==> src/hdl/adcdm_regs.svh <==
// Purpose: Register offsets, field positions and timing counts for the ADC back end
// Assumes: Wishbone byte addresses are four times the register index
// Notes:   Definitions only
`ifndef ADCDM_REGS_SVH
`define ADCDM_REGS_SVH

`define ADCDM_IDX_PIN_ONE_FUNC   8'h33
`define ADCDM_IDX_OSR            8'h34
`define ADCDM_IDX_DC_CONFIG      8'h66
`define ADCDM_IDX_DC_CONTROL     8'h67
`define ADCDM_IDX_DC_RESULT_HI   8'h68
`define ADCDM_IDX_DC_RESULT_MID  8'h69
`define ADCDM_IDX_DC_RESULT_LO   8'h6A
`define ADCDM_IDX_SER_CTRL       8'h6B
`define ADCDM_PIN_FUNC_MSB       5
`define ADCDM_PIN_FUNC_LSB       2
`define ADCDM_PIN_FUNC_MODCLK    4'hA
`define ADCDM_DC_EN_BIT          7
`define ADCDM_DC_MODE_BIT        5
`define ADCDM_DC_LATCH_BIT       6
`define ADCDM_DC_PRST_BIT        5
`define ADCDM_OSR_RESET          8'h40
`define ADCDM_CFG_RESET          8'h01
`define ADCDM_CTL_RESET          8'h00
`define ADCDM_SER_RESET          8'h03
`define ADCDM_LEN_MAX            5'h14
`define ADCDM_OSR_A              8'h80
`define ADCDM_OSR_B              8'h40
`define ADCDM_OSR_C              8'h20
`define ADCDM_SYS_PERIOD_NS      40
`define ADCDM_MOD_PERIOD_NS      320
`define ADCDM_MOD_HALF_CYC       ((`ADCDM_MOD_PERIOD_NS / `ADCDM_SYS_PERIOD_NS) / 2)

`endif

==> src/hdl/adcdm_pkg.sv <==
// Purpose: Types shared by the ADC back end
// Assumes: Nothing beyond the register header
// Notes:   Filter variant follows from the oversampling ratio
package adcdm_pkg;
  typedef enum logic [1:0] {ADCDM_FILT_A, ADCDM_FILT_B, ADCDM_FILT_C} adcdm_filt_t;
  typedef enum logic [1:0] {ADCDM_WB_IDLE, ADCDM_WB_ACK, ADCDM_WB_GAP} adcdm_wb_state_t;
endpackage : adcdm_pkg

==> src/hdl/adcdm_top.sv <==
// Purpose: ADC back end: decimation, word hand-off, digital mic input, dc measurement
// Assumes: Wishbone classic slave; mic data and pins are asynchronous to clk_sys_in
// Notes:   Modulator clock made here by dividing clk_sys_in
//
// The Wishbone slave port was left to the implementer.
`timescale 1ns/1ps
`default_nettype none
`include "adcdm_regs.svh"

// Overview of operation
// - Pass 32-bit words to the serial interface once per sample period.
// - Each sample period delivers a left word and a right word.
// - Serial interface rounds each word to its configured word length.
// - Same mono sample goes into both left and right slots.
// - Ratio 32 selects third decimation variant for 192 ksps.
// - Pin function code 1010 drives modulator clock on pin one.
// - Mic bit sampled on every rising modulator clock edge.
// - Config bit 7 enables dc-measurement mode.
// - Result is 24-bit signed 2.22 over three readback registers.
// - Control bit 6 at one latches result into readback registers.
// - Config bit 5 zero selects averaging filter, length code 1 to 20.
// - Config bit 5 one selects a first-order IIR filter.
// - In IIR mode length code sets coefficients, each step halves bandwidth.
// - Control bit 5 resets averaging every 2^R modulator periods.
// - Control bit 5 zero means no interval reset.
// - Decimation variant follows implicitly from the selected processing; the code picks it from the ratio alone.
// - Second variant serves up to 96 kHz at ratio 64.
module adcdm_top (
  input  wire logic        clk_sys_in,
  input  wire logic        rst_b_in,
  input  wire logic        wb_cyc_in,
  input  wire logic        wb_stb_in,
  input  wire logic        wb_we_in,
  input  wire logic [9:0]  wb_adr_in,
  input  wire logic [3:0]  wb_sel_in,
  input  wire logic [31:0] wb_dat_in,
  output logic      [31:0] wb_dat_out,
  output logic             wb_ack_out,
  input  wire logic        mic_data_in,
  input  wire logic        multipurpose_pin_one_in,
  output logic             multipurpose_pin_one_out,
  output logic             multipurpose_pin_one_oe_out,
  output logic      [31:0] word_left_out,
  output logic      [31:0] word_right_out,
  output logic             word_valid_out
);
  // Reset release through two flops
  logic rst_meta, rst_sync;
  always_ff @(posedge clk_sys_in or negedge rst_b_in) begin
    if (!rst_b_in) begin
      rst_meta <= 1'b0;
      rst_sync <= 1'b0;
    end else begin
      rst_meta <= 1'b1;
      rst_sync <= rst_meta;
    end
  end

  // Register read decode, shared by the bus mux
  function automatic logic [7:0] adcdm_reg_read(
    input logic [7:0]  idx,
    input logic [7:0]  pin_func,
    input logic [7:0]  osr,
    input logic [7:0]  cfg,
    input logic [7:0]  ctl,
    input logic [23:0] rb,
    input logic [7:0]  ser
  );
    logic [7:0] v;
    v = 8'h00;
    unique case (idx)
      `ADCDM_IDX_PIN_ONE_FUNC:  v = pin_func;
      `ADCDM_IDX_OSR:           v = osr;
      `ADCDM_IDX_DC_CONFIG:     v = cfg;
      `ADCDM_IDX_DC_CONTROL:    v = ctl;
      `ADCDM_IDX_DC_RESULT_HI:  v = rb[23:16];
      `ADCDM_IDX_DC_RESULT_MID: v = rb[15:8];
      `ADCDM_IDX_DC_RESULT_LO:  v = rb[7:0];
      `ADCDM_IDX_SER_CTRL:      v = ser;
      default:                  v = 8'h00;
    endcase
    return v;
  endfunction : adcdm_reg_read

  // Control registers and bus handshake state
  adcdm_pkg::adcdm_wb_state_t wb_state, next_wb_state;
  logic [7:0]  pin_func, next_pin_func;
  logic [7:0]  osr_reg, next_osr_reg;
  logic [7:0]  dc_cfg, next_dc_cfg;
  logic [7:0]  dc_ctl, next_dc_ctl;
  logic [7:0]  ser_ctl, next_ser_ctl;
  logic [31:0] next_wb_dat;
  logic        next_wb_ack;
  logic [7:0]  bus_idx;
  logic [23:0] readback;
  logic        bus_req;

  assign bus_idx = wb_adr_in[9:2];
  assign bus_req = wb_cyc_in && wb_stb_in;

  // Wishbone slave: one wait cycle, ack for one cycle, then a gap
  always_comb begin
    next_wb_state = wb_state;
    next_pin_func = pin_func;
    next_osr_reg  = osr_reg;
    next_dc_cfg   = dc_cfg;
    next_dc_ctl   = dc_ctl;
    next_ser_ctl  = ser_ctl;
    next_wb_dat   = wb_dat_out;
    next_wb_ack   = 1'b0;
    unique case (wb_state)
      adcdm_pkg::ADCDM_WB_IDLE: begin
        if (bus_req) begin
          next_wb_ack   = 1'b1;
          next_wb_state = adcdm_pkg::ADCDM_WB_ACK;
          next_wb_dat   = {24'h000000, adcdm_reg_read(bus_idx, pin_func, osr_reg,
                                                      dc_cfg, dc_ctl, readback, ser_ctl)};
          if (wb_we_in && wb_sel_in[0]) begin
            unique case (bus_idx)
              `ADCDM_IDX_PIN_ONE_FUNC: next_pin_func = wb_dat_in[7:0];
              `ADCDM_IDX_OSR:          next_osr_reg  = wb_dat_in[7:0];
              `ADCDM_IDX_DC_CONFIG:    next_dc_cfg   = wb_dat_in[7:0];
              `ADCDM_IDX_DC_CONTROL:   next_dc_ctl   = wb_dat_in[7:0];
              `ADCDM_IDX_SER_CTRL:     next_ser_ctl  = wb_dat_in[7:0];
              default:                 next_pin_func = pin_func;
            endcase
          end
        end
      end
      adcdm_pkg::ADCDM_WB_ACK: next_wb_state = adcdm_pkg::ADCDM_WB_GAP;
      adcdm_pkg::ADCDM_WB_GAP: begin
        if (!bus_req)
          next_wb_state = adcdm_pkg::ADCDM_WB_IDLE;
      end
      default: next_wb_state = adcdm_pkg::ADCDM_WB_IDLE;
    endcase
  end

  // Register state
  always_ff @(posedge clk_sys_in or negedge rst_sync) begin
    if (!rst_sync) begin
      wb_state   <= adcdm_pkg::ADCDM_WB_IDLE;
      pin_func   <= 8'h00;
      osr_reg    <= `ADCDM_OSR_RESET;
      dc_cfg     <= `ADCDM_CFG_RESET;
      dc_ctl     <= `ADCDM_CTL_RESET;
      ser_ctl    <= `ADCDM_SER_RESET;
      wb_dat_out <= 32'h00000000;
      wb_ack_out <= 1'b0;
    end else begin
      wb_state   <= next_wb_state;
      pin_func   <= next_pin_func;
      osr_reg    <= next_osr_reg;
      dc_cfg     <= next_dc_cfg;
      dc_ctl     <= next_dc_ctl;
      ser_ctl    <= next_ser_ctl;
      wb_dat_out <= next_wb_dat;
      wb_ack_out <= next_wb_ack;
    end
  end

  // Modulator clock divider and mic input synchroniser
  logic [3:0] div_cnt, next_div_cnt;
  logic       mod_clk, next_mod_clk;
  logic       mod_rise, next_mod_rise;
  logic       mic_meta, mic_sync, mic_bit, next_mic_bit;
  logic       pin_drv, next_pin_drv;

  always_comb begin
    next_div_cnt  = div_cnt + 4'h1;
    next_mod_clk  = mod_clk;
    next_mod_rise = 1'b0;
    next_mic_bit  = mic_bit;
    if (div_cnt == 4'(`ADCDM_MOD_HALF_CYC - 1)) begin
      next_div_cnt  = 4'h0;
      next_mod_clk  = !mod_clk;
      next_mod_rise = !mod_clk;
    end
    if (next_mod_rise)
      next_mic_bit = mic_sync;
    next_pin_drv = (pin_func[`ADCDM_PIN_FUNC_MSB:`ADCDM_PIN_FUNC_LSB]
                    == `ADCDM_PIN_FUNC_MODCLK);
  end

  always_ff @(posedge clk_sys_in or negedge rst_sync) begin
    if (!rst_sync) begin
      div_cnt                     <= 4'h0;
      mod_clk                     <= 1'b0;
      mod_rise                    <= 1'b0;
      mic_meta                    <= 1'b0;
      mic_sync                    <= 1'b0;
      mic_bit                     <= 1'b0;
      pin_drv                     <= 1'b0;
      multipurpose_pin_one_out    <= 1'b0;
      multipurpose_pin_one_oe_out <= 1'b0;
    end else begin
      div_cnt                     <= next_div_cnt;
      mod_clk                     <= next_mod_clk;
      mod_rise                    <= next_mod_rise;
      mic_meta                    <= mic_data_in;
      mic_sync                    <= mic_meta;
      mic_bit                     <= next_mic_bit;
      pin_drv                     <= next_pin_drv;
      multipurpose_pin_one_out    <= next_mod_clk && next_pin_drv;
      multipurpose_pin_one_oe_out <= next_pin_drv;
    end
  end

  // Decimation path
  logic [31:0] dec_sample;
  logic        dec_valid;
  adcdm_pkg::adcdm_filt_t filt_sel;

  adcdm_decim u_decim (
    .clk_in           (clk_sys_in),
    .rst_b_in         (rst_sync),
    .bit_valid_in     (mod_rise),
    .bit_in           (mic_bit),
    .osr_in           (osr_reg),
    .sample_out       (dec_sample),
    .sample_valid_out (dec_valid),
    .filt_out         (filt_sel)
  );

  // Word hand-off with rounding to the serial word length
  logic [31:0] rounded, next_left, next_right;
  logic        next_word_valid;
  logic [5:0]  drop_bits;

  always_comb begin
    // Word length code 0..3 gives 16, 20, 24, 32 bits
    unique case (ser_ctl[1:0])
      2'h0:    drop_bits = 6'h10;
      2'h1:    drop_bits = 6'h0C;
      2'h2:    drop_bits = 6'h08;
      default: drop_bits = 6'h00;
    endcase
    // round to word length, saturating at full scale
    if (drop_bits == 6'h00)
      rounded = dec_sample;
    else if (dec_sample[31] == 1'b0 &&
             (dec_sample | ((32'h00000001 << drop_bits) - 32'h00000001)) == 32'h7FFFFFFF)
      rounded = dec_sample & ~((32'h00000001 << drop_bits) - 32'h00000001);
    else
      rounded = (dec_sample + (32'h00000001 << (drop_bits - 6'h01)))
                & ~((32'h00000001 << drop_bits) - 32'h00000001);
    next_left       = word_left_out;
    next_right      = word_right_out;
    next_word_valid = 1'b0;
    if (dec_valid) begin
      next_left       = rounded;
      next_right      = rounded;
      next_word_valid = 1'b1;
    end
  end

  always_ff @(posedge clk_sys_in or negedge rst_sync) begin
    if (!rst_sync) begin
      word_left_out  <= 32'h00000000;
      word_right_out <= 32'h00000000;
      word_valid_out <= 1'b0;
    end else begin
      word_left_out  <= next_left;
      word_right_out <= next_right;
      word_valid_out <= next_word_valid;
    end
  end

  // Dc measurement: interval reset and readback latch
  logic [31:0] intv_cnt, next_intv_cnt;
  logic        intv_clear;
  logic [23:0] dc_result, next_readback;
  logic        latch_q, next_latch_q;

  always_comb begin
    next_intv_cnt = intv_cnt;
    intv_clear    = 1'b0;
    if (dc_ctl[`ADCDM_DC_PRST_BIT] && mod_rise) begin
      if (intv_cnt + 32'h1 >= (32'h1 << dc_ctl[4:0])) begin
        next_intv_cnt = 32'h0;
        intv_clear    = 1'b1;
      end else begin
        next_intv_cnt = intv_cnt + 32'h1;
      end
    end else if (!dc_ctl[`ADCDM_DC_PRST_BIT]) begin
      next_intv_cnt = 32'h0;
    end
    // copy on latch rise; hold while set
    next_latch_q  = dc_ctl[`ADCDM_DC_LATCH_BIT];
    next_readback = readback;
    if (dc_ctl[`ADCDM_DC_LATCH_BIT] && !latch_q)
      next_readback = dc_result;
  end

  always_ff @(posedge clk_sys_in or negedge rst_sync) begin
    if (!rst_sync) begin
      intv_cnt <= 32'h0;
      latch_q  <= 1'b0;
      readback <= 24'h000000;
    end else begin
      intv_cnt <= next_intv_cnt;
      latch_q  <= next_latch_q;
      readback <= next_readback;
    end
  end

  adcdm_dcfilt u_dcfilt (
    .clk_in          (clk_sys_in),
    .rst_b_in        (rst_sync),
    .enable_in       (dc_cfg[`ADCDM_DC_EN_BIT]),
    .iir_mode_in     (dc_cfg[`ADCDM_DC_MODE_BIT]),
    .length_in       ((dc_cfg[4:0] > `ADCDM_LEN_MAX) ? `ADCDM_LEN_MAX :
                      ((dc_cfg[4:0] == 5'h00) ? 5'h01 : dc_cfg[4:0])),
    .clear_in        (intv_clear),
    .sample_valid_in (mod_rise),
    .bit_in          (mic_bit),
    .result_out      (dc_result)
  );
endmodule : adcdm_top
`default_nettype wire

==> src/hdl/adcdm_decim.sv <==
// Purpose: Decimator from the modulator bit stream to one sample per sample period
// Assumes: bit_valid_in pulses once per modulator clock rising edge
// Notes:   Integrate-and-dump counter; variant chosen from the ratio
`timescale 1ns/1ps
`default_nettype none
`include "adcdm_regs.svh"
module adcdm_decim (
  input  wire logic               clk_in,
  input  wire logic               rst_b_in,
  input  wire logic               bit_valid_in,
  input  wire logic               bit_in,
  input  wire logic [7:0]         osr_in,
  output logic      [31:0]        sample_out,
  output logic                    sample_valid_out,
  output adcdm_pkg::adcdm_filt_t  filt_out
);
  logic [7:0]  cnt, next_cnt;
  logic [8:0]  acc, next_acc;
  logic [31:0] next_sample;
  logic [9:0]  diff;
  logic        next_valid;
  adcdm_pkg::adcdm_filt_t next_filt;

  // ratio 32 takes C, ratio 64 takes B
  always_comb begin
    next_cnt    = cnt;
    next_acc    = acc;
    next_sample = sample_out;
    next_valid  = 1'b0;
    // Ones minus zeros over the window, two's complement
    diff        = {acc + {8'h00, bit_in}, 1'b0} - {2'b00, osr_in};
    if (osr_in == `ADCDM_OSR_C)
      next_filt = adcdm_pkg::ADCDM_FILT_C;
    else if (osr_in == `ADCDM_OSR_B)
      next_filt = adcdm_pkg::ADCDM_FILT_B;
    else
      next_filt = adcdm_pkg::ADCDM_FILT_A;
    if (bit_valid_in) begin
      if (cnt + 8'h01 >= osr_in) begin
        // Signed count scaled by 2^23; any ratio fits without wrapping the sign
        next_sample = {{22{diff[9]}}, diff} << 23;
        next_valid  = 1'b1;
        next_cnt    = 8'h00;
        next_acc    = 9'h000;
      end else begin
        next_cnt = cnt + 8'h01;
        next_acc = acc + {8'h00, bit_in};
      end
    end
  end

  // State registers
  always_ff @(posedge clk_in or negedge rst_b_in) begin
    if (!rst_b_in) begin
      cnt              <= 8'h00;
      acc              <= 9'h000;
      sample_out       <= 32'h00000000;
      sample_valid_out <= 1'b0;
      filt_out         <= adcdm_pkg::ADCDM_FILT_A;
    end else begin
      cnt              <= next_cnt;
      acc              <= next_acc;
      sample_out       <= next_sample;
      sample_valid_out <= next_valid;
      filt_out         <= next_filt;
    end
  end
endmodule : adcdm_decim
`default_nettype wire

==> src/hdl/adcdm_dcfilt.sv <==
// Purpose: Dc-measurement filter, averaging (mode A) or first-order IIR (mode B)
// Assumes: Sample strobe once per modulator period
// Notes:   Output is 2.22 signed
`timescale 1ns/1ps
`default_nettype none
module adcdm_dcfilt (
  input  wire logic        clk_in,
  input  wire logic        rst_b_in,
  input  wire logic        enable_in,
  input  wire logic        iir_mode_in,
  input  wire logic [4:0]  length_in,
  input  wire logic        clear_in,
  input  wire logic        sample_valid_in,
  input  wire logic        bit_in,
  output logic      [23:0] result_out
);
  logic [44:0] acc, next_acc;
  logic [20:0] cnt, next_cnt;
  logic [23:0] next_result;
  logic [23:0] x;
  logic [24:0] step;

  // Averaging and IIR update
  always_comb begin
    x           = bit_in ? 24'h400000 : 24'hC00000; // +1.0 or -1.0
    // Difference kept at 25 bits so +1 minus -1 cannot wrap
    step        = $signed({x[23], x} - {result_out[23], result_out}) >>> length_in;
    next_acc    = acc;
    next_cnt    = cnt;
    next_result = result_out;
    if (!enable_in || clear_in) begin
      next_acc = 45'h0;
      next_cnt = 21'h0;
    end else if (sample_valid_in) begin
      if (iir_mode_in) begin
        next_result = result_out + step[23:0];
      end else begin
        next_acc = acc + {{21{x[23]}}, x};
        next_cnt = cnt + 21'h1;
        // A count left over from a longer length ends its window at once
        if (next_cnt >= (21'h1 << length_in)) begin
          next_result = 24'($signed(next_acc) >>> length_in);
          next_acc    = 45'h0;
          next_cnt    = 21'h0;
        end
      end
    end
  end

  // State registers
  always_ff @(posedge clk_in or negedge rst_b_in) begin
    if (!rst_b_in) begin
      acc        <= 45'h0;
      cnt        <= 21'h0;
      result_out <= 24'h000000;
    end else begin
      acc        <= next_acc;
      cnt        <= next_cnt;
      result_out <= next_result;
    end
  end
endmodule : adcdm_dcfilt
`default_nettype wire

==> config.mk <==
export PLATFORM = sky130hd
export DESIGN_NAME = adcdm_top
export DESIGN_NICKNAME = d
export VERILOG_FILES = /design/src/hdl/adcdm_pkg.sv /design/src/hdl/adcdm_top.sv /design/src/hdl/adcdm_decim.sv /design/src/hdl/adcdm_dcfilt.sv
export VERILOG_INCLUDE_DIRS = /design/src /design/src/hdl
export SDC_FILE = /design/constraint.sdc
export NUM_CORES = 1
export LEC_CHECK = 0
export BUFFER_PORTS_ARGS = -buffer_cell sky130_fd_sc_hd__buf_4
export CORE_MARGIN = 10
export CORE_UTILIZATION = 40
export DETAILED_ROUTE_END_ITERATION = 8
export PLACE_DENSITY = 0.6
export SYNTH_ARGS = -nofsm -noshare
export SYNTH_HDL_FRONTEND = slang
export SYNTH_SLANG_ARGS = --single-unit
==> constraint.sdc <==
create_clock -name clk_sys_in -period 13.05 [get_ports clk_sys_in]
set_input_delay 1.305 -clock clk_sys_in [delete_from_list [all_inputs] [get_ports clk_sys_in]]
set_output_delay 1.305 -clock clk_sys_in [all_outputs]
set_load 0.05 [all_outputs]
# After elaboration in Yosys (flattened, before gate mapping)

Index checks and enable logic that the tools add are counted.

Add/sub/neg operators: 12
Order comparisons: 4
Eq/ne operators: 19
Shift-type cells: 6
Mux-type cells: 35
Bitwise gates (word level): 6
Reduce and logical (&&, ||, !) cells: 26

Operators by type and width:

| kind                                                   | count |
|---|---|
| two-way mux 45 bit                                     | 4 |
| two-way mux 32 bit                                     | 5 |
| two-way mux 21 bit                                     | 4 |
| two-way mux 24 bit                                     | 3 |
| AND 32 bit                                             | 2 |
| one-hot mux 8 bit (8 select lines)                     | 1 |
| left shift 1 x 6 -> 32 bit (first input constant)      | 2 |
| equality test 8 x 7 -> 1 bit (second input constant)   | 6 |
| adder 45 bit                                           | 1 |
| >>> shifter 45 x 5 -> 24 bit                           | 1 |
| adder 32 x 1 -> 32 bit (second input constant)         | 1 |
| adder 32 bit                                           | 1 |
| equality test 32 x 31 -> 1 bit (second input constant) | 1 |
| >= comparator 32 bit                                   | 1 |
| NOT 32 bit                                             | 1 |
| bitwise OR 32 bit                                      | 1 |
| left shift 1 x 5 -> 32 bit (first input constant)      | 1 |
| subtractor 32 x 1 -> 32 bit (second input constant)    | 1 |
| >>> shifter 25 x 5 -> 24 bit                           | 1 |
| subtractor 24 x 24 -> 25 bit                           | 1 |
| adder 24 bit                                           | 1 |
| adder 21 x 1 -> 21 bit (second input constant)         | 1 |
| >= comparator 21 bit                                   | 1 |
| left shift 1 x 5 -> 21 bit (first input constant)      | 1 |
| 33 further kinds                                       | 65 |

Flip-flop bits (word level): 271
Logic and storage cells: 138

# Depth between registers and ports, before layout

Depth in word-level cells: 9
Gate-level depth with buffers: 23

# By module

From an unflattened synthesis, not the netlist that was laid out.

Cell total of the unflattened synthesis: 2,519
Area total of the unflattened synthesis: 21,523.1 um2

By module, submodules not included:

| module       | times used | cells each | area each (um2) | sequential area each (um2) |
|---|---|---|---|---|
| adcdm_dcfilt | 1          | 1,321      | 9,808.2         | 1,701.6 |
| adcdm_top    | 1          | 985        | 9,710.6         | 3,858.7 |
| adcdm_decim  | 1          | 213        | 2,004.4         | 700.7 |

# Worst setup path before layout

Ideal clock, no wire load.

Path type: flip-flop to flip-flop
Start: register u_dcfilt.result_out[8]
End: register u_dcfilt.result_out[22]
Library setup time: 0.082 ns
Data arrival time: 5.090 ns
Required time: 12.968 ns
Slack: 7.878 ns
Cell stages (with the launch flop): 23
Buffers on the path: 3
Path through: dfrtp_1 buf_6 or4_4 buf_6 or3_4 buf_6 nor3_2 o21ai_0 a221oi_2 a21oi_1 a21oi_1 o21ai_0 ha_1 fa_1 a211o_1 a21oi_1 nor2_1 a21o_1 a2111o_1 a21oi_1 xor2_1 o2111a_1 o22ai_1

Word-level cells in the longest chain between the ends: 4

RTL lines:

| what                         | line               | source |
|---|---|---|
| start: declaration           | adcdm_dcfilt.sv:15 | `output logic [23:0] result_out` |
| start signal: assignment     | adcdm_dcfilt.sv:59 | `result_out <= next_result;` |
| subtractor 24 x 24 -> 25 bit | adcdm_dcfilt.sv:27 | `step = $signed({x[23], x} - {result_out[23], result_out}) >>> length_in;` |
| >>> shifter 25 x 5 -> 24 bit | adcdm_dcfilt.sv:27 |  |
| adder 24 bit (*)             | adcdm_dcfilt.sv:36 | `next_result = result_out + step[23:0];` |
| two-way mux 24 bit (*)       | adcdm_dcfilt.sv:35 | `if (iir_mode_in) begin` |

Mark *: on every way between the ends. The rest lies on a longest branch, timed or not.
A chain may end at the register's enable or synchronous reset.

# Final worst setup path

Same ends and word-level chain as after synthesis.

==> metrics.yaml <==
grt_pass1_vias: 16626
crit_fanout: 12
tightestPinTransition_ns: 1.27
hold_violations: 0
maxCapViolations: 0
critPathKind: "flip-flop to flip-flop"
layout_commonest_cell: "nand2_1"
vias: 17425
tritoncts: "yes"
rows: 80
min_period_ns: 6.30
async_flop_share: 1.00
die_y_um: 240
num_antenna_cells: 0
ys_seq_elements: 230
tns_ns: 0
ant_nets: 0
overflow: 0
cts_setup_buffers: 0
routed_wl_um: 57600
finalMaxSlewViolations: 0
seq_area_frac_synth: 0.296
die_x_um: 240
vdd_drop_max_v: 0.0000920
fmax_mhz: 159
period_share: 0.483
htreeDepth: 1
grt_start_max_net_pins: 81
worstPathArrival_ns: 6.78
topRoutingLayerUsed: "met4"
clock_latency_ns: 0.59
crit_required_ns: 13.52
fin_nets: 2468
r2r_setup_slack_ns: 6.75
synth_area_um2: 19400
met2_length_um: 26500
synth.top_cells.by_area: "dfrtp_1, ha_1, nand2_1"
cts_root_buf: "clkbuf_16"
grt_antenna_before_repair: 0
dr_wl_met3_um: 3820
relSlewSlack: 0.151
start_util: 0.406
synth_edf_count: 0
ys_types: 96
largest_reg_flops: 32
power_density_nw_per_um2: 87.2
dieArea_um2: 57800
numClockSinks: 230
synthFlopType: "dfrtp_1"
wl_per_cell_um: 19.7
fin_cells: 2919
cts-hold-fix-buffers: 0
syn_area_per_cell_um2: 8.43
met1Wirelength_um: 25400
layout-drive-gt1-share: 0.121
gp_congestion: 0.931
power_leakage_nw: 9.59
top_register: "intv_cnt"
vias_per_cell: 5.97
hpwl_um: 41900
drc_errors: 0
syn_to_final_growth_pct: 8.91
crit_path_start_kind: "flip-flop"
outcome: "finished, final reports clean"
grt_use_total: 0.194
yosysTopAreaCellShare: 0.291
synthCells: 2305
min_path_type: "flip-flop to asynchronous set/reset pin"
ios: 153
largestRegisters: "intv_cnt x32, readback x24, u_dcfilt.result_out x24"
dp_cells: 2865
synth_warnings: 0
cts_resized: 0
rsz0062_at_grt: "no"
setup_violations: 0
cts_buffer_depth: 3
crit_path_end_kind: "flip-flop"
firstDrtPassIters: 6
numCtsBuffers: 29
skew_ns: 0.00886
numPortBuffers: 62
synth_area_leader_cell: "dfrtp_1"
coreArea_um2: 47800
drtIter0Drc: 1578
grt_pass1_wl_um: 91600
most-common-layout-cells: "nand2_1, dfrtp_1, nor2_1"
path_clk_slew_ns: 0.06
==> final timing paths <==
path	depth (start not counted)	from	to
worst max-delay path	19	u_dcfilt.result_out[8]	u_dcfilt.result_out[22]
worst min-delay path	0	rst_sync	intv_cnt[9]
worst max register to register	19	u_dcfilt.result_out[8]	u_dcfilt.result_out[22]
worst min register to register	0	rst_sync	intv_cnt[9]
max in group asynchronous	2	rst_sync	u_dcfilt.acc[27]
min in group clk_sys_in	0	rst_meta	rst_sync
==> cell type report <==
type	count	area, um2
fillers	4696	26700
multi-input cells	1872	12600
flip-flops and latches	230	5760
clock buffers	36	812
well taps	615	769
repair buffers	95	713
clock inverters	18	270
inverters	53	199
==> metrics by stage <==
step           power [W]  cell area, um2  setup slack (ns)  utilization  hold slack (ns)
2_1_floorplan   0.000917           19700              6.17            -            0.331
4_1_cts          0.00186           21200              6.89        0.442            0.228
3_3_place_gp    0.000948           20100              7.02        0.420            0.224
6_report         0.00184           21200              6.75        0.442            0.217
3_5_place_dp    0.000950           20100              6.90        0.420            0.226
5_1_grt          0.00191           21200              6.41        0.442            0.249
==> worst max-delay path, stage by stage (launching register included) <==
cell      delay (ns)
dfrtp_1         0.58
or4_4           0.67
or3_4           0.48
nor3_2          0.30
o21ai_0         0.15
a221oi_2        0.64
a21oi_1         0.15
a21oi_1         0.37
o21ai_0         0.18
ha_1            0.26
fa_1            0.44
a211o_1         0.31
a21oi_1         0.18
nor2_1          0.10
a21o_1          0.24
a2111o_1        0.40
a21oi_1         0.23
xor2_1          0.21
o2111a_1        0.19
o22ai_1         0.08
==> logic make-up (layout without fill, tap and decap cells) <==
kind of cell / after synthesis / after routing / synth area share
AO/OA/AOI/OAI: 633 / 633 / 0.221
XOR/XNOR: 108 / 108 / 0.0491
multiplexers: 130 / 130 / 0.0782
other: 2 / 62 / 0.000386
flip-flops: 230 / 230 / 0.296
AND/OR/NAND/NOR: 805 / 805 / 0.200
buffers and inverters: 263 / 202 / 0.0669
adder cells (fa/ha/maj): 134 / 134 / 0.0874
==> cells in the mapped netlist, types with 22 or more instances <==
cell,instances
mux2i_1,46
nand2b_1,41
a21o_1,38
xnor2_1,61
a21oi_1,132
buf_4,74
nor2_1,192
o21ai_0,144
nand2_1,268
a22oi_1,33
ha_1,131
and3_1,23
inv_1,53
xor2_1,46
o211ai_1,22
mux2_2,74
nand3_1,69
dfrtp_1,226
nor3_1,41
a221oi_1,22
clkbuf_1,110
a211oi_1,24
nor4_1,30
==> where the power goes <==
| part | internal [W] | leakage [nW] | switching [W] |
|---|---|---|---|
| clock network | 0.000561 | 0.528 | 0.000344 |
| registers | 0.000726 | 3.04 | 0.0000153 |
| logic | 0.0000580 | 6.03 | 0.000141 |
==> per-layer routing <==
| metal | up-vias | track usage |
|---|---|---|
| li1 | 8279 | - |
| met2 | 634 | 0.321 |
| met1 | 8398 | 0.257 |
| met5 | - | 0 |
| met3 | 114 | 0.0272 |
| met4 | 0 | 0.0623 |
(Power assumes the default switching activity.)
